===== src/hdl/mrsl_pkg.sv =====
// mrsl_pkg: register map, field positions, reset values and timing
// for the single-module reset and strap latch block.
// assumes a 200 MHz pclk and a 32-bit APB register bus.
package mrsl_pkg;

  // clock and reset durations
  localparam int unsigned CLK_MHZ = 200;
  localparam int unsigned XCVR_RST_US = 110;
  localparam int unsigned EMU_RST_US = 1;
  localparam int unsigned XCVR_RST_CYC = XCVR_RST_US * CLK_MHZ;
  localparam int unsigned EMU_RST_CYC = EMU_RST_US * CLK_MHZ;
  localparam int unsigned CNT_W = 16;

  // register byte offsets
  localparam logic [7:0] RESET_CONTROL_OFS = 8'h00;
  localparam logic [7:0] POWER_MGMT_OFS = 8'h04;
  localparam logic [7:0] PORT_A_BASIC_OFS = 8'h08;
  localparam logic [7:0] PORT_B_BASIC_OFS = 8'h0C;
  localparam logic [7:0] EMU_BASIC_OFS = 8'h10;
  localparam logic [7:0] MEM_COMMAND_OFS = 8'h14;
  localparam logic [7:0] INDICATOR_CFG_OFS = 8'h18;
  localparam logic [7:0] PORT_A_MODE_OFS = 8'h1C;
  localparam logic [7:0] STRAP_STATUS_OFS = 8'h20;

  // reset control register fields
  localparam int unsigned RC_DIGITAL_BIT = 0;
  localparam int unsigned RC_PORT_A_BIT = 1;
  localparam int unsigned RC_PORT_B_BIT = 2;
  localparam int unsigned RC_EMU_BIT = 3;
  // power management register fields
  localparam int unsigned PM_EMU_BIT = 0;
  localparam int unsigned PM_PD_A_BIT = 1;
  localparam int unsigned PM_PD_B_BIT = 2;
  // basic control register fields
  localparam int unsigned BC_RESET_BIT = 15;
  localparam int unsigned BC_NEG_BIT = 12;
  localparam int unsigned BC_SPEED_BIT = 13;
  localparam int unsigned BC_DUPLEX_BIT = 8;
  localparam int unsigned BC_LOOP_BIT = 14;
  // memory command register fields
  localparam int unsigned MC_RELOAD_BIT = 0;
  // indicator config fields
  localparam int unsigned IC_EN_LSB = 0;
  localparam int unsigned IC_FUN_LSB = 8;
  localparam int unsigned IND_EN_W = 8;
  localparam int unsigned IND_FUN_W = 2;
  // port a mode register fields
  localparam int unsigned PM_XOVR_OVR_BIT = 0;
  localparam int unsigned PM_AUTO_XOVR_BIT = 1;
  localparam int unsigned PM_MAN_XOVR_BIT = 2;
  localparam int unsigned PM_ADV10H_BIT = 5;
  localparam int unsigned PM_ADV10F_BIT = 6;
  localparam int unsigned PM_MODE_LSB = 8;

  // soft-strap tie-off defaults
  localparam logic [1:0] IND_FUN_TIEOFF = 2'h0;
  localparam logic MAN_XOVR_TIEOFF = 1'b0;
  localparam logic SPEED_TIEOFF = 1'b1;
  localparam logic DUPLEX_TIEOFF = 1'b1;

  localparam logic [31:0] UNMAPPED_RDATA = 32'h0000_0000;

endpackage : mrsl_pkg


===== src/hdl/mrsl_top.sv =====
// mrsl_top: single-module transceiver resets and configuration strap
// latch with loader override, reached over APB.
// assumes presetn is the power-on / external pin reset, strap pins
// are asynchronous, and the loader runs elsewhere on pclk.
//
// Implementation choices: the placing of the registers and the APB register port.
`timescale 1ns/10ps

// Functional notes
// - module reset touches target only, no strap/loader
// - port b reset via control or basic bit
// - port b bits read set, clear after 110us
// - port a reset via control or basic bit
// - port a bits clear after 110us, pollable
// - power-down exit auto-resets, registers kept
// - basic-bit reset keeps not-auto-reset bits
// - emulated reset from any of three bits
// - emulated bits read set, clear after 1us
// - straps captured only by pin/power reset
// - soft-straps captured at reset release
// - loader overrides soft-straps, never hard-straps
// - pinless soft-strap takes tie-off default
// - no memory: digital/reload restores captured straps
// - digital/reload never resamples strap pins
// - one indicator strap sets all eight enables
// - function strap sets function bits, tie-off zero
// - crossover strap ignored when override set
// - manual strap picks straight/crossed when auto and override low
// - negotiation strap sets enable, speed, duplex, mode
// - digital reset starts loader, spares transceivers
module mrsl_top #(
  parameter int unsigned XCVR_CYCLES = mrsl_pkg::XCVR_RST_CYC,
  parameter int unsigned EMU_CYCLES = mrsl_pkg::EMU_RST_CYC
) (
  // apb slave
  input wire logic pclk,
  input wire logic presetn,
  input wire logic psel,
  input wire logic penable,
  input wire logic pwrite,
  input wire logic [7:0] paddr,
  input wire logic [31:0] pwdata,
  output logic [31:0] prdata,
  output logic pready,
  output logic pslverr,
  // strap pins (asynchronous)
  input wire logic indicator_enable_strap,
  input wire logic auto_xover_strap,
  input wire logic negotiation_strap,
  input wire logic hard_strap,
  // non-volatile memory loader
  input wire logic mem_present,
  input wire logic loader_wr,
  input wire logic [mrsl_pkg::IND_EN_W-1:0] loader_ind_en,
  input wire logic [mrsl_pkg::IND_FUN_W-1:0] loader_ind_fun,
  input wire logic loader_auto_xover,
  input wire logic loader_man_xover,
  input wire logic loader_neg,
  // transceiver power-down exit events
  input wire logic port_a_pd_exit,
  input wire logic port_b_pd_exit,
  // module resets and loader start
  output logic port_a_xcvr_rst,
  output logic port_b_xcvr_rst,
  output logic emulated_xcvr_rst,
  output logic digital_rst,
  output logic loader_start,
  // resolved configuration
  output logic [mrsl_pkg::IND_EN_W-1:0] indicator_enable_bits,
  output logic [mrsl_pkg::IND_FUN_W-1:0] indicator_function_bits,
  output logic xover_auto_en,
  output logic xover_crossed,
  output logic negotiation_enable_bit,
  output logic speed_select_low_bit,
  output logic duplex_select_bit,
  output logic [2:0] xcvr_mode,
  output logic hard_strap_val
);
  import mrsl_pkg::*;

  if (XCVR_CYCLES < 1 || XCVR_CYCLES >= (1 << CNT_W) ||
      EMU_CYCLES < 1 || EMU_CYCLES >= (1 << CNT_W)) begin : g_bad_cycles
    $error("mrsl_top: reset cycle counts out of range");
  end

  // strap pin synchronisers, free-running: second stage already holds
  // the pin levels at the first edge after release (presetn >= 2 clocks)
  logic [3:0] strap_s1_r;
  logic [3:0] strap_s2_r;
  always_ff @(posedge pclk) begin
    strap_s1_r <= {hard_strap, negotiation_strap, auto_xover_strap,
                   indicator_enable_strap};
    strap_s2_r <= strap_s1_r;
  end

  // apb decode
  logic wr_en;
  logic rd_en;
  assign wr_en = psel && penable && pwrite;
  assign rd_en = psel && penable && !pwrite;
  assign pready = 1'b1;

  function automatic logic hit(input logic [7:0] ofs, input logic [7:0] a);
    hit = (a == ofs);
  endfunction : hit

  // per-module reset timers
  logic [CNT_W-1:0] cnt_a_r, cnt_a_nxt;
  logic [CNT_W-1:0] cnt_b_r, cnt_b_nxt;
  logic [CNT_W-1:0] cnt_e_r, cnt_e_nxt;
  logic busy_a_r, busy_a_nxt;
  logic busy_b_r, busy_b_nxt;
  logic busy_e_r, busy_e_nxt;
  logic pd_a_r, pd_a_nxt;
  logic pd_b_r, pd_b_nxt;
  logic loop_a_r, loop_a_nxt;
  logic loop_b_r, loop_b_nxt;
  logic pd_rst_a_r, pd_rst_a_nxt;
  logic pd_rst_b_r, pd_rst_b_nxt;
  logic dig_r, dig_nxt;
  logic ld_r, ld_nxt;
  logic start_a, start_b, start_e;

  // strap capture state
  logic latched_r, latched_nxt;
  logic lat_ind_en_r, lat_ind_en_nxt;
  logic lat_auto_r, lat_auto_nxt;
  logic lat_neg_r, lat_neg_nxt;
  logic lat_hard_r, lat_hard_nxt;
  // soft-strap working values
  logic [IND_EN_W-1:0] ind_en_r, ind_en_nxt;
  logic [IND_FUN_W-1:0] ind_fun_r, ind_fun_nxt;
  logic auto_r, auto_nxt;
  logic man_r, man_nxt;
  logic neg_r, neg_nxt;
  logic xovr_ovr_r, xovr_ovr_nxt;
  logic restore;

  always_comb begin
    start_a = wr_en && ((hit(RESET_CONTROL_OFS, paddr) &&
              pwdata[RC_PORT_A_BIT]) || (hit(PORT_A_BASIC_OFS, paddr) &&
              pwdata[BC_RESET_BIT]));
    start_b = wr_en && ((hit(RESET_CONTROL_OFS, paddr) &&
              pwdata[RC_PORT_B_BIT]) || (hit(PORT_B_BASIC_OFS, paddr) &&
              pwdata[BC_RESET_BIT]));
    start_e = wr_en && ((hit(RESET_CONTROL_OFS, paddr) &&
              pwdata[RC_EMU_BIT]) || (hit(POWER_MGMT_OFS, paddr) &&
              pwdata[PM_EMU_BIT]) || (hit(EMU_BASIC_OFS, paddr) &&
              pwdata[BC_RESET_BIT]));

    cnt_a_nxt = cnt_a_r;
    busy_a_nxt = busy_a_r;
    if (start_a) begin
      busy_a_nxt = 1'b1;
      cnt_a_nxt = CNT_W'(XCVR_CYCLES - 1);
    end else if (busy_a_r) begin
      if (cnt_a_r == '0) busy_a_nxt = 1'b0;
      else cnt_a_nxt = cnt_a_r - 1'b1;
    end
    cnt_b_nxt = cnt_b_r;
    busy_b_nxt = busy_b_r;
    if (start_b) begin
      busy_b_nxt = 1'b1;
      cnt_b_nxt = CNT_W'(XCVR_CYCLES - 1);
    end else if (busy_b_r) begin
      if (cnt_b_r == '0) busy_b_nxt = 1'b0;
      else cnt_b_nxt = cnt_b_r - 1'b1;
    end
    cnt_e_nxt = cnt_e_r;
    busy_e_nxt = busy_e_r;
    if (start_e) begin
      busy_e_nxt = 1'b1;
      cnt_e_nxt = CNT_W'(EMU_CYCLES - 1);
    end else if (busy_e_r) begin
      if (cnt_e_r == '0) busy_e_nxt = 1'b0;
      else cnt_e_nxt = cnt_e_r - 1'b1;
    end

    // power-down controls; a basic-bit reset leaves loopback (kept bit)
    pd_a_nxt = pd_a_r;
    pd_b_nxt = pd_b_r;
    loop_a_nxt = loop_a_r;
    loop_b_nxt = loop_b_r;
    if (wr_en && hit(POWER_MGMT_OFS, paddr)) begin
      pd_a_nxt = pwdata[PM_PD_A_BIT];
      pd_b_nxt = pwdata[PM_PD_B_BIT];
    end
    if (wr_en && hit(PORT_A_BASIC_OFS, paddr))
      loop_a_nxt = pwdata[BC_LOOP_BIT];
    if (wr_en && hit(PORT_B_BASIC_OFS, paddr))
      loop_b_nxt = pwdata[BC_LOOP_BIT];
    // one-cycle internal reset on power-down exit, no register reload
    pd_rst_a_nxt = port_a_pd_exit || (pd_a_r && !pd_a_nxt);
    pd_rst_b_nxt = port_b_pd_exit || (pd_b_r && !pd_b_nxt);

    dig_nxt = wr_en && hit(RESET_CONTROL_OFS, paddr) &&
              pwdata[RC_DIGITAL_BIT];
    ld_nxt = dig_nxt || (wr_en && hit(MEM_COMMAND_OFS, paddr) &&
             pwdata[MC_RELOAD_BIT]);
  end

  // capture once, at the first edge after release of presetn
  always_comb begin
    latched_nxt = 1'b1;
    lat_ind_en_nxt = lat_ind_en_r;
    lat_auto_nxt = lat_auto_r;
    lat_neg_nxt = lat_neg_r;
    lat_hard_nxt = lat_hard_r;
    if (!latched_r) begin
      lat_ind_en_nxt = strap_s2_r[0];
      lat_auto_nxt = strap_s2_r[1];
      lat_neg_nxt = strap_s2_r[2];
      lat_hard_nxt = strap_s2_r[3];
    end
  end

  // restore on digital reset / reload with no usable memory
  assign restore = ld_r && !mem_present;

  always_comb begin
    ind_en_nxt = ind_en_r;
    ind_fun_nxt = ind_fun_r;
    auto_nxt = auto_r;
    man_nxt = man_r;
    neg_nxt = neg_r;
    xovr_ovr_nxt = xovr_ovr_r;
    if (!latched_r || restore) begin
      ind_en_nxt = {IND_EN_W{latched_r ? lat_ind_en_r :
                             strap_s2_r[0]}};
      ind_fun_nxt = IND_FUN_TIEOFF;
      auto_nxt = latched_r ? lat_auto_r : strap_s2_r[1];
      man_nxt = MAN_XOVR_TIEOFF;
      neg_nxt = latched_r ? lat_neg_r : strap_s2_r[2];
    end else if (loader_wr && mem_present) begin
      ind_en_nxt = loader_ind_en;
      ind_fun_nxt = loader_ind_fun;
      auto_nxt = loader_auto_xover;
      man_nxt = loader_man_xover;
      neg_nxt = loader_neg;
    end
    if (wr_en && hit(INDICATOR_CFG_OFS, paddr)) begin
      ind_en_nxt = pwdata[IC_EN_LSB +: IND_EN_W];
      ind_fun_nxt = pwdata[IC_FUN_LSB +: IND_FUN_W];
    end
    if (wr_en && hit(PORT_A_MODE_OFS, paddr))
      xovr_ovr_nxt = pwdata[PM_XOVR_OVR_BIT];
  end

  always_ff @(posedge pclk or negedge presetn) begin
    if (!presetn) begin
      cnt_a_r <= '0;
      cnt_b_r <= '0;
      cnt_e_r <= '0;
      busy_a_r <= 1'b0;
      busy_b_r <= 1'b0;
      busy_e_r <= 1'b0;
      pd_a_r <= 1'b0;
      pd_b_r <= 1'b0;
      loop_a_r <= 1'b0;
      loop_b_r <= 1'b0;
      pd_rst_a_r <= 1'b0;
      pd_rst_b_r <= 1'b0;
      dig_r <= 1'b0;
      ld_r <= 1'b0;
      latched_r <= 1'b0;
      lat_ind_en_r <= 1'b0;
      lat_auto_r <= 1'b0;
      lat_neg_r <= 1'b0;
      lat_hard_r <= 1'b0;
      ind_en_r <= '0;
      ind_fun_r <= '0;
      auto_r <= 1'b0;
      man_r <= 1'b0;
      neg_r <= 1'b0;
      xovr_ovr_r <= 1'b0;
    end else begin
      cnt_a_r <= cnt_a_nxt;
      cnt_b_r <= cnt_b_nxt;
      cnt_e_r <= cnt_e_nxt;
      busy_a_r <= busy_a_nxt;
      busy_b_r <= busy_b_nxt;
      busy_e_r <= busy_e_nxt;
      pd_a_r <= pd_a_nxt;
      pd_b_r <= pd_b_nxt;
      loop_a_r <= loop_a_nxt;
      loop_b_r <= loop_b_nxt;
      pd_rst_a_r <= pd_rst_a_nxt;
      pd_rst_b_r <= pd_rst_b_nxt;
      dig_r <= dig_nxt;
      ld_r <= ld_nxt;
      latched_r <= latched_nxt;
      lat_ind_en_r <= lat_ind_en_nxt;
      lat_auto_r <= lat_auto_nxt;
      lat_neg_r <= lat_neg_nxt;
      lat_hard_r <= lat_hard_nxt;
      ind_en_r <= ind_en_nxt;
      ind_fun_r <= ind_fun_nxt;
      auto_r <= auto_nxt;
      man_r <= man_nxt;
      neg_r <= neg_nxt;
      xovr_ovr_r <= xovr_ovr_nxt;
    end
  end

  // module reset outputs: each drives only its own target
  assign port_a_xcvr_rst = busy_a_r || pd_rst_a_r;
  assign port_b_xcvr_rst = busy_b_r || pd_rst_b_r;
  assign emulated_xcvr_rst = busy_e_r;
  assign digital_rst = dig_r;
  assign loader_start = ld_r;

  // resolved configuration
  assign indicator_enable_bits = ind_en_r;
  assign indicator_function_bits = ind_fun_r;
  assign xover_auto_en = !xovr_ovr_r && auto_r;
  assign xover_crossed = !xovr_ovr_r && !auto_r && man_r;
  assign negotiation_enable_bit = neg_r;
  assign speed_select_low_bit = neg_r ? 1'b1 : SPEED_TIEOFF;
  assign duplex_select_bit = neg_r ? 1'b1 : DUPLEX_TIEOFF;
  assign xcvr_mode = neg_r ? 3'h7 : {1'b0, SPEED_TIEOFF, DUPLEX_TIEOFF};
  assign hard_strap_val = lat_hard_r;

  // register read mux; emulated bits share one status
  logic [31:0] rdata_c;
  always_comb begin
    rdata_c = UNMAPPED_RDATA;
    case (paddr)
      RESET_CONTROL_OFS: begin
        rdata_c[RC_PORT_A_BIT] = busy_a_r;
        rdata_c[RC_PORT_B_BIT] = busy_b_r;
        rdata_c[RC_EMU_BIT] = busy_e_r;
      end
      POWER_MGMT_OFS: begin
        rdata_c[PM_EMU_BIT] = busy_e_r;
        rdata_c[PM_PD_A_BIT] = pd_a_r;
        rdata_c[PM_PD_B_BIT] = pd_b_r;
      end
      PORT_A_BASIC_OFS: begin
        rdata_c[BC_RESET_BIT] = busy_a_r;
        rdata_c[BC_LOOP_BIT] = loop_a_r;
        rdata_c[BC_NEG_BIT] = neg_r;
        rdata_c[BC_SPEED_BIT] = speed_select_low_bit;
        rdata_c[BC_DUPLEX_BIT] = duplex_select_bit;
      end
      PORT_B_BASIC_OFS: begin
        rdata_c[BC_RESET_BIT] = busy_b_r;
        rdata_c[BC_LOOP_BIT] = loop_b_r;
      end
      EMU_BASIC_OFS: rdata_c[BC_RESET_BIT] = busy_e_r;
      INDICATOR_CFG_OFS: begin
        rdata_c[IC_EN_LSB +: IND_EN_W] = ind_en_r;
        rdata_c[IC_FUN_LSB +: IND_FUN_W] = ind_fun_r;
      end
      PORT_A_MODE_OFS: begin
        rdata_c[PM_XOVR_OVR_BIT] = xovr_ovr_r;
        rdata_c[PM_AUTO_XOVR_BIT] = auto_r;
        rdata_c[PM_MAN_XOVR_BIT] = man_r;
        rdata_c[PM_ADV10H_BIT] = neg_r || speed_select_low_bit;
        rdata_c[PM_ADV10F_BIT] = neg_r || duplex_select_bit;
        rdata_c[PM_MODE_LSB +: 3] = xcvr_mode;
      end
      STRAP_STATUS_OFS: begin
        rdata_c[0] = lat_ind_en_r;
        rdata_c[1] = lat_auto_r;
        rdata_c[2] = lat_neg_r;
        rdata_c[3] = lat_hard_r;
      end
      default: rdata_c = UNMAPPED_RDATA;
    endcase
  end

  logic [31:0] prdata_r, prdata_nxt;
  assign prdata_nxt = (psel && !penable && !pwrite) ? rdata_c : prdata_r;
  always_ff @(posedge pclk or negedge presetn) begin
    if (!presetn) prdata_r <= '0;
    else prdata_r <= prdata_nxt;
  end
  assign prdata = prdata_r;
  assign pslverr = 1'b0;
  logic unused_rd;
  assign unused_rd = rd_en;

endmodule : mrsl_top


===== config.mk =====
export PLATFORM = sky130hd
export DESIGN_NAME = mrsl_top
export DESIGN_NICKNAME = d
export VERILOG_FILES = /design/src/hdl/mrsl_pkg.sv /design/src/hdl/mrsl_top.sv
export SDC_FILE = /design/constraint.sdc
export NUM_CORES = 1
export LEC_CHECK = 0
export ABC_AREA = 1
export BUFFER_PORTS_ARGS = -buffer_cell sky130_fd_sc_hd__buf_4
export CAP_MARGIN = 15
export CORE_MARGIN = 2
export CORE_UTILIZATION = 59
export CTS_BUF_LIST = sky130_fd_sc_hd__clkbuf_16
export DETAILED_ROUTE_END_ITERATION = 10
export GPL_ROUTABILITY_DRIVEN = 0
export MAX_ROUTING_LAYER = met4
export PLACE_DENSITY = 0.95
export SYNTH_ARGS = -nofsm -noshare
export SYNTH_HDL_FRONTEND = slang
export SYNTH_SLANG_ARGS = --single-unit

===== constraint.sdc =====
create_clock -name pclk -period 2.9 [get_ports pclk]
set_input_delay 0.29 -clock pclk [delete_from_list [all_inputs] [get_ports pclk]]
set_output_delay 0.29 -clock pclk [all_outputs]
set_load 0.005 [all_outputs]

==> reports/qor.txt, run 1 <==
Core Region: 9594 sq um
Cell Rows: 36
MaxCap Viol Count: 0
GRT Util Overall: 0.2926
WS Path Type: reg -> reg
Num CTS Buffers: 9
pwr/cell area: 552.6 nW/um^2
Setup-failing EPs final: 0
#FFs+latches synth: 101
Routed Antenna Nets: 0
CP Max Fanout: 12
Avg Cell Area, Syn: 6.977 sq um
Die Footprint: 10550 sq um
slew margin rel.: 0.5462
top routing layer in use: met4
switching share of power: 0.3188
Buffers on Ports: 80
Reg clk slew, reported paths: 0.07 ns
chip width: 102.7 microns
CP Capture Type: register
clk sink count: 101
setup tns final: 0 ns
post-placement cell area: 6391 sq um
via/cell ratio: 5.277
final worst-path cycle share: 0.7498
Critical Path AT: 2.40 ns
sequential fraction of the synthesis area: 0.4326
NetSw: 1175 uW
Metal-1 WL: 5829 microns
Die Span Y: 102.7 microns
crit start category: register
TritonCTS clock tree: built
Antenna diodes: 0
maximum clock rate: 459.9 MHz
Logic pwr share: 0.205
met3 routed wirelength: 901 microns
Synth area leaders: dfrtp_1 (40%), nand2_1 (18%), nand3_1 (8.4%)
worst-case clock buffer depth: 2
register area: 2487 sq um
Final Power: 3685 uW
failing checks: hold timing
leakage: 0.003479 uW
synth unique cells: 38
P_int: 2510 uW
nets: 973
synthesized instance count: 824
Slew Viols, Final: 0
Worst Skew: 0.006269 ns
layout cell share with drive strength beyond 1: 0.1419
final WL: 13970 microns
routed vias: 5499
hold slack: -0.02970 ns
remaining global-route overflow: 0
PostCTS Resize Cnt: 0
worst vdd ir: 0.3807 mV
DR iter-0 viols: 423
I/O pin count: 124
first drt pass iteration count: 5
Clock Latency Late Sink: 0.35 ns
RSZ-0062 raised after global routing: false
area leader, netlist: dfrtp_1
hpwl dp: 10010 microns
routed wl met2: 6986 microns
Filler cells: 762
Hold Crit Class: in -> async
Final Cell Area: 6669 sq um
Setup Buffers After CTS: 0
post-DR wirelength/cell: 13.41 microns
Ys Warns: 0
minimum clock period after layout: 2.174 ns
largest net degree at the start of global routing: 53
Worst EP required: 3.13 ns
Remaining DRCs: 0
CTS H-tree depth: 3
Synth top area share: 0.4048
hold buffer count at CTS: 0
final hold vios: 24
vias in the first global route: 5067
initial core utilization: 0.5992
multi-input logic area: 2753 sq um
initial antenna violation count: 0
measured slew at the worst slew-check pin: 0.6808 ns
CTS root buffer: clkbuf_16
Area growth syn-to-layout: 16.00%
Post-Syn Area: 5749 sq um
Sequential Power Share: 0.485
first-pass GRT wire length: 23380 microns
Clock Power Share: 0.309
status: finished, violations left
sequential cells by signal, indices dropped and copies added (netlist names), 2 cells and up:
signal	cells
strap_s1_r	4
indicator_enable_bits	8
cnt_a_r	16
strap_s2_r	4
cnt_b_r	16
indicator_function_bits	2
prdata	15
cnt_e_r	16
area by class of cell:
cell class,instances,share of cell area
Inverter,93,0.05235
Clock inverter,7,0.007880
Sequential cell,101,0.3730
Clock buffer,9,0.03377
Tap cell,133,0.02495
Timing Repair Buffer,83,0.09531
Multi-Input combinational cell,616,0.4128
synth_stat cells, drive strengths merged:
library cell  number
nand2            281
nor2             121
nand3             98
dfrtp             93
inv               93
buf               32
o21ai             20
nand3b            11
nand4             11
nor3               9
or2                9
a21oi              8
dfxtp              8
clkbuf             4
xor2               4
a2bb2oi            3
ha                 3
a21boi             2
a31oi              2
and2               2
conb               2
o211ai             2
o21a               2
o21bai             2
o22ai              1
o31ai              1
worst paths after layout:
check | depth (start not counted) | slack (ns) | start | to
worst min register to register | 0 | 0.34 | strap_s1_r[0]$_DFF_P_ | strap_s2_r[0]$_DFF_P_
max in group asynchronous | 2 | 2.27 | presetn | cnt_e_r[15]$_DFFE_PN0P_
min in group pclk | 1 | 0.04 | negotiation_strap | strap_s1_r[2]$_DFF_P_
worst min-delay path | 1 | -0.03 | presetn | cnt_b_r[2]$_DFFE_PN0P_
worst max register to register | 9 | 0.73 | cnt_e_r[0]$_DFFE_PN0P_ | cnt_e_r[1]$_DFFE_PN0P_
worst max-delay path | 9 | 0.73 | cnt_e_r[0]$_DFFE_PN0P_ | cnt_e_r[1]$_DFFE_PN0P_
power by group through the flow:
stage	Sequential [uW]	Clock, uW	Combinational, uW
5_1_grt	1810	1210	861
6_report	1790	1140	757
4_1_cts	1780	1150	754
2_1_floorplan	1760	0	525
3_5_place_dp	1800	0	749
3_3_place_gp	1800	0	711
metrics by stage:
stage / setup slack (ns) / hold slack [ns] / utilization / instances
2_1_floorplan: 1.278 / -0.005591 / - / 846
3_3_place_gp: 0.8965 / 0.3099 / 0.6661 / 1026
3_5_place_dp: 0.8250 / 0.3262 / 0.6661 / 1026
4_1_cts: 0.7743 / 0.01045 / 0.6951 / 1042
5_1_grt: 0.4711 / 0.02656 / 0.6951 / 1042
6_report: 0.7256 / -0.02970 / 0.6951 / 1042
cell usage in the layout (no fill, tap or decap), types with 3 or more instances in the layout:
| master | instances |
|---|---|
| nand2_2 | 6 |
| inv_2 | 6 |
| nor2_4 | 3 |
| xor2_1 | 4 |
| nor2_1 | 114 |
| inv_1 | 89 |
| dfrtp_1 | 93 |
| dfxtp_1 | 8 |
| o21ai_0 | 18 |
| nand3_1 | 97 |
| nand4_1 | 11 |
| nor3_1 | 7 |
| nand2_1 | 275 |
| a2bb2oi_1 | 3 |
| conb_1 | 24 |
| buf_4 | 82 |
| ha_1 | 3 |
| nand3b_1 | 11 |
| a21oi_1 | 7 |
| clkinvlp_4 | 3 |
| nor2_2 | 4 |
| clkbuf_16 | 9 |
| or2_2 | 9 |
cells by family after synthesis:
logic type | Yosys count | synth area share
AND/OR/NAND/NOR | 542 | 0.4059
buffers and inverters | 129 | 0.1029
flip-flops | 101 | 0.4326
AO/OA/AOI/OAI | 43 | 0.04461
XOR/XNOR | 4 | 0.006093
adder cells (fa/ha/maj) | 3 | 0.006530
other | 2 | 0.001306
metal layers:
| layer | vias to the layer above | track usage |
|---|---|---|
| met1 | 2570 | 0.3772 |
| li1 | 2698 | - |
| met3 | 24 | 0.06034 |
| met2 | 207 | 0.4716 |
| met5 | - | - |
| met4 | 0 | 0.08410 |
critical path, stage by stage, from the launching register on:
cell	delay (ns)
dfrtp_1	0.39
inv_1	0.12
ha_1	0.24
nand2_1	0.09
nor2_1	0.18
nand2_1	0.30
nand2_2	0.24
inv_1	0.20
o21ai_0	0.19
nand2_1	0.10
(Power assumes the default switching activity.)
==> run 2: changes to the inputs <==
Settings changed: CORE_UTILIZATION 59 to 50, PLACE_DENSITY 0.95 to 0.88.
Clock period 2.9 ns to 2 ns, I/O delays scaled along.
==> run 2 against run 1 <==
Against the previous run:
- the flow now finishes without violations
- worst hold slack improved by 0.095 ns
- cell count rose by 2.6%
- global-route usage fell by 5.2 points
- die area grew 17%
- register-to-register slack worse by 0.55 ns
- clock power increased by 57%
- maximum frequency rose by 19%
- sequential share of layout area down 0.95 points
- final area increased by 2.6%
- flip-flop and latch count unchanged
- largest cell class unchanged
- largest power group unchanged
==> reports/qor.txt, run 2 (synthesis results as in run 1) <==
status: finished, final reports clean
hpwl dp: 10530 microns (+5.1%)
Setup-failing EPs final: 0 (unchanged)
Filler cells: 993 (+30%)
cells along the critical path: inv_1, ha_1, nand2_1, nor2_1, nand2_1, nand2_2, buf_4, nor2_1, nand2_1, nand3_1
Final Power: 5478 uW (+49%)
Worst Skew: 0.01234 ns (+0.006074 ns)
Cell Rows: 39 (+8.3%)
RSZ-0062 raised after global routing: false
Die Span Y: 111.2 microns (+8.3%)
initial antenna violation count: 0 (unchanged)
Critical Path Slowest Stage Cell: dfrtp_1
Reg clk slew, reported paths: 0.08 ns (about the same)
final worst-path cycle share: 0.9143 (+0.1645)
CTS H-tree depth: 3 (unchanged)
Slew Viols, Final: 0 (unchanged)
CP Capture Type: register
Worst EP required: 2.22 ns (-0.91 ns)
leakage: 0.003576 uW (+2.8%)
vias in the first global route: 5200 (+2.6%)
pwr/cell area: 800.3 nW/um^2 (+45%)
register area: 2487 sq um (unchanged)
first-pass GRT wire length: 23980 microns (+2.6%)
final core occ: 0.6046 (-0.09054)
DR iter-0 viols: 289 (-32%)
post-DR wirelength/cell: 13.28 microns (-0.95%)
layout cell share with drive strength beyond 1: 0.1533 (+0.01143)
Top Registers: cnt_a_r (16), cnt_b_r (16), cnt_e_r (16)
maximum clock rate: 546.9 MHz (+19%)
Final Cell Area: 6844 sq um (+2.6%)
MaxCap Viol Count: 0 (unchanged)
slew margin rel.: 0.6425 (+0.09631)
post-placement cell area: 6494 sq um (+1.6%)
worst vdd ir: 0.5429 mV (+43%)
final hold vios: 0 (-100%)
Remaining DRCs: 0 (unchanged)
minimum clock period after layout: 1.829 ns (-0.3458 ns)
initial core utilization: 0.5078 (-0.09140)
measured slew at the worst slew-check pin: 0.5346 ns (-0.1462 ns)
CP Max Fanout: 7 (-5)
Num CTS Buffers: 9 (unchanged)
hold buffer count at CTS: 5 (+5)
hold slack: 0.06539 ns (+0.09509 ns)
setup tns final: 0 ns (unchanged)
multi-input logic area: 2753 sq um (unchanged)
I/O pin count: 124 (unchanged)
PostCTS Resize Cnt: 0 (unchanged)
Worst path most repeated cell: nand2_1
GRT Util Overall: 0.2409 (-0.05165)
Die Footprint: 12370 sq um (+17%)
Critical Path AT: 2.05 ns (-0.35 ns)
TritonCTS clock tree: built
worst-case clock buffer depth: 2 (unchanged)
crit start category: register
nets: 990 (+1.7%)
clk sink count: 101 (unchanged)
WS Path Type: reg -> reg
Antenna diodes: 0 (unchanged)
Area growth syn-to-layout: 19.04%
remaining global-route overflow: 0 (unchanged)
chip width: 111.2 microns (+8.3%)
CTS root buffer: clkbuf_16
most frequent cells in the layout: nand2_1 (275), nor2_1 (114), nand3_1 (97), buf_4 (94), dfrtp_1 (93)
Clock Latency Late Sink: 0.35 ns (about the same)
Buffers on Ports: 80 (unchanged)
Routed Antenna Nets: 0 (unchanged)
commonest non-fill, non-tap cell in the layout: nand2_1
Hold Crit Class: in -> reg
largest net degree at the start of global routing: 40 (-25%)
CP Buf/Inv Count: 2 (unchanged)
final WL: 14200 microns (+1.6%)
routed vias: 5570 (+1.3%)
Core Region: 11320 sq um (+18%)
crit-path leading delay family: simple AND/OR/NAND/NOR gates
first drt pass iteration count: 5 (unchanged)
Setup Buffers After CTS: 0 (unchanged)
via/cell ratio: 5.210 (-1.3%)
Worst path max stage delay: 0.41 ns (+0.02 ns)
-- run 2: cell types whose count changed in the layout (fill, tap and decap cells not counted) --
| cell | previous run | this run |
|---|---|---|
| buf_4 | 82 | 94 |
| dlygate4sd3_1 | 0 | 5 |
| clkinvlp_4 | 3 | 1 |
| bufinv_16 | 0 | 1 |
| clkinv_2 | 0 | 1 |
| clkinv_4 | 0 | 1 |
| inv_1 | 89 | 88 |
| inv_6 | 0 | 1 |
| inv_8 | 2 | 1 |
-- run 2: cell type report --
cell class,count,area share
Multi-Input combinational cell,616,0.4022
Clock buffer,9,0.03291
Clock inverter,7,0.01097
Sequential cell,101,0.3634
Inverter,93,0.05101
Tap cell,143,0.02614
Timing Repair Buffer,100,0.1133
-- run 2: through the flow --
step / instances / worst slack (ns)
4_1_cts: 1069 / 0.1793
2_1_floorplan: 846 / 0.3785
6_report: 1069 / 0.1714
3_3_place_gp: 1048 / 0.2071
3_5_place_dp: 1048 / 0.1811
5_1_grt: 1069 / 0.02072
-- run 2: path summary, 6_finish.rpt --
| check | startpoint | endpoint | slack, ns | cells after the start |
|---|---|---|---|---|
| min in group asynchronous | presetn | prdata[7]$_DFFE_PN0P_ | 0.37 | 2 |
| max | cnt_a_r[0]$_DFFE_PN0P_ | cnt_a_r[14]$_DFFE_PN0P_ | 0.17 | 10 |
| max reg2reg | cnt_a_r[0]$_DFFE_PN0P_ | cnt_a_r[14]$_DFFE_PN0P_ | 0.17 | 10 |
| min | pwdata[7] | indicator_enable_bits[7]$_DFFE_PN0P_ | 0.07 | 3 |
| min reg2reg | strap_s1_r[1]$_DFF_P_ | strap_s2_r[1]$_DFF_P_ | 0.33 | 0 |
| max in group asynchronous | presetn | cnt_e_r[14]$_DFFE_PN0P_ | 1.01 | 3 |
-- run 2: worst reg2reg max path: stages, from the launching register on --
cell,delay [ns]
dfrtp_1,0.41
inv_1,0.14
ha_1,0.21
nand2_1,0.14
nor2_1,0.21
nand2_1,0.11
nand2_2,0.12
buf_4,0.16
nor2_1,0.05
nand2_1,0.07
nand3_1,0.08
-- run 2: where the power goes --
part	leakage (uW)	switching (uW)	total, uW	internal [uW]
Combinational	0.00226	622	1100	475
Sequential	0.00117	266	2590	2320
Clock	0.000149	812	1790	980
-- run 2: layer usage --
layer,global-route usage,wire [microns],vias to the layer above,part of all wire
met2,0.3829,6902,190,0.49
met3,0.04702,844,37,0.059
met5,-,0,-,0
met4,0.09300,433,0,0.031
met1,0.3067,6014,2610,0.42
li1,-,-,2733,-
==> run 3: changes to the inputs <==
Settings changed: PLACE_DENSITY 0.88 to 0.74, RECOVER_POWER set to 25.
==> run 3 against run 2 <==
Against the previous run:
- clock-buffer cell count is the same
- final area is essentially flat
- core utilization is essentially flat
- clock skew shrank 0.0040 ns
- via count shrank 4.0%
- sequential share of layout area is essentially flat
- register-to-register slack gained 0.03 ns
- combinational power is essentially flat
- worst setup slack gained 0.026 ns
- critical path type unchanged
- critical endpoint is now cnt_b_r[4]$_DFFE_PN0P_
- largest cell class unchanged
- largest power group unchanged
==> reports/qor.txt, run 3 (synthesis results as in run 1) <==
status: finished, final reports clean
CTS H-tree depth: 3 (unchanged)
chip width: 111.2 microns (unchanged)
Filler cells: 1106 (+11%)
WS Path Type: reg -> reg
Clock Latency Late Sink: 0.36 ns (about the same)
reg2reg setup slack: 0.20 ns (+0.03 ns)
first drt pass iteration count: 5 (unchanged)
Die Span Y: 111.2 microns (unchanged)
Worst Skew: 0.008356 ns (-0.003987 ns)
Setup-failing EPs final: 0 (unchanged)
leakage: 0.003581 uW (+0.14%)
final worst-path cycle share: 0.9013 (-0.01303)
CP Capture Type: register
GRT Util Overall: 0.2332 (-0.007766)
final hold vios: 0 (unchanged)
Worst path max stage delay: 0.40 ns (about the same)
RSZ-0062 raised after global routing: false
Routed Antenna Nets: 0 (unchanged)
Remaining DRCs: 0 (unchanged)
DR iter-0 viols: 298 (+3.1%)
hpwl dp: 10270 microns (-2.4%)
initial antenna violation count: 0 (unchanged)
P_int: 3924 uW (+3.9%)
min-delay src: port_b_pd_exit
I/O pin count: 124 (unchanged)
CP Max Fanout: 12 (+5)
minimum clock period after layout: 1.803 ns (-0.02605 ns)
TritonCTS clock tree: built
commonest non-fill, non-tap cell in the layout: nand2_1
layout cell share with drive strength beyond 1: 0.1487 (-0.004641)
Area growth syn-to-layout: 19.13% (about the same)
pwr/cell area: 823.7 nW/um^2 (+2.9%)
Logic pwr share: 0.193 (-0.007)
PnR worst setup slack: 0.1974 ns (+0.02606 ns)
r2r startpoint: cnt_b_r[0]$_DFFE_PN0P_
Clock Power Share: 0.347 (+0.020)
initial core utilization: 0.5078 (unchanged)
clk sink count: 101 (unchanged)
Die Footprint: 12370 sq um (unchanged)
Top Registers: cnt_a_r (16), cnt_b_r (16), cnt_e_r (16)
pre-CTS setup slack: 0.2120 ns (+0.03095 ns)
maximum clock rate: 554.8 MHz (+1.4%)
Hold Crit Class: in -> reg
measured slew at the worst slew-check pin: 0.7342 ns (+0.1996 ns)
largest net degree at the start of global routing: 45 (+13%)
multi-input logic area: 2735 sq um (-0.64%)
Worst path most repeated cell: nand2_1
hold slack: 0.05085 ns (-0.01454 ns)
nets: 992 (+0.20%)
worst-case clock buffer depth: 2 (unchanged)
PostCTS Resize Cnt: 0 (unchanged)
vias in the first global route: 4837 (-7.0%)
CTS root buffer: clkbuf_16
Reg clk slew, reported paths: 0.07 ns (about the same)
Worst EP required: 2.30 ns (+0.08 ns)
register area: 2487 sq um (unchanged)
Critical Path AT: 2.10 ns (+0.05 ns)
remaining global-route overflow: 0 (unchanged)
Num CTS Buffers: 9 (unchanged)
routed vias: 5348 (-4.0%)
worst hold path depth: 2 (-1)
most frequent cells in the layout: nand2_1 (276), nor2_1 (116), nand3_1 (98), dfrtp_1 (93)
cells along the critical path: inv_1, ha_1, nand2_1, nor2_1, nand2_1, nand2_2, inv_2, nor2_4, nand2_1, nand2_1
Antenna diodes: 0 (unchanged)
Buffers on Ports: 80 (unchanged)
Slew Viols, Final: 0 (unchanged)
switching share of power: 0.3044 (-0.005972)
MaxCap Viol Count: 0 (unchanged)
Final Power: 5642 uW (+3.0%)
Setup Buffers After CTS: 0 (unchanged)
worst r2r path cells: 10 (unchanged)
Hold Path Sink: pd_rst_b_r$_DFF_PN0_
RR Endpoint: cnt_b_r[4]$_DFFE_PN0P_
first-pass GRT wire length: 22940 microns (-4.3%)
NetSw: 1718 uW (+1.0%)
Critical Path Slowest Stage Cell: dfrtp_1
final WL: 13820 microns (-2.6%)
via/cell ratio: 4.993 (-4.2%)
post-DR wirelength/cell: 12.90 microns (-2.8%)
Cell Rows: 39 (unchanged)
worst vdd ir: 0.6023 mV (+11%)
crit start category: register
setup tns final: 0 ns (unchanged)
slew margin rel.: 0.5105 (-0.1319)
Core Region: 11320 sq um (unchanged)
Sequential Power Share: 0.460 (-0.012)
hold buffer count at CTS: 5 (unchanged)
-- run 3: cell types whose count changed in the layout (fill, tap and decap cells not counted), moves of 2 or more --
cell / previous run / this run
buf_4: 94 / 88
clkbuf_1: 0 / 2
clkbuf_4: 0 / 6
nor2_1: 114 / 116
-- run 3: metrics by stage --
step | cell area [sq um] | cells | utilization
final | 6849 | 1071 | 0.6050
after global routing | 6849 | 1071 | 0.6050
after CTS | 6889 | 1071 | 0.6085
after detailed placement | 6509 | 1050 | 0.5749
after global placement | 6509 | 1050 | 0.5749
after floorplan | 5832 | 846 | -
-- run 3: power by group through the flow --
stage                     registers, uW  clock network [uW]  logic, uW
final                              2600                1960       1090
after global placement             2620                   0       1070
after detailed placement           2620                   0       1100
after CTS                          2590                1980       1110
after global routing               2630                2080       1260
after floorplan                    2550                   0        762
-- run 3: per-layer routing --
metal	vias to the layer above	track usage	wire [microns]	share of wire
li1	2746	-	-	-
met1	2470	0.3077	6388	0.46
met2	116	0.3675	6574	0.48
met3	16	0.05413	661	0.048
met4	0	0.05844	197	0.014
met5	-	-	0	0
-- run 3: cell type report --
cell class,count,share of cell area
Clock buffer,9,0.03288
Tap cell,143,0.02612
Multi-Input combinational cell,616,0.3993
Clock inverter,7,0.01535
Sequential cell,101,0.3632
Inverter,93,0.05097
Timing Repair Buffer,102,0.1122
-- run 3: worst max-delay path: cells and delay by family (launching register included) --
kind,cells,cell delay (ns)
simple gates,7,0.88
buf+inv,2,0.24
flops,1,0.40
fa+ha+maj,1,0.22
-- run 3: worst max path at each step --
stage                                       from                 endpoint  slack (ns)  depth (start not counted)
final                     cnt_b_r[0]$_DFFE_PN0P_   cnt_b_r[4]$_DFFE_PN0P_        0.20                         10
after global routing      cnt_b_r[0]$_DFFE_PN0P_   cnt_b_r[4]$_DFFE_PN0P_       0.009                         10
after CTS                 cnt_b_r[0]$_DFFE_PN0P_   cnt_b_r[4]$_DFFE_PN0P_        0.20                         10
after detailed placement  cnt_b_r[0]$_DFFE_PN0P_   cnt_b_r[4]$_DFFE_PN0P_        0.21                         10
after global placement    cnt_b_r[0]$_DFFE_PN0P_  cnt_b_r[11]$_DFFE_PN0P_        0.27                         10
after floorplan           cnt_a_r[0]$_DFFE_PN0P_   cnt_a_r[8]$_DFFE_PN0P_        0.38                         10
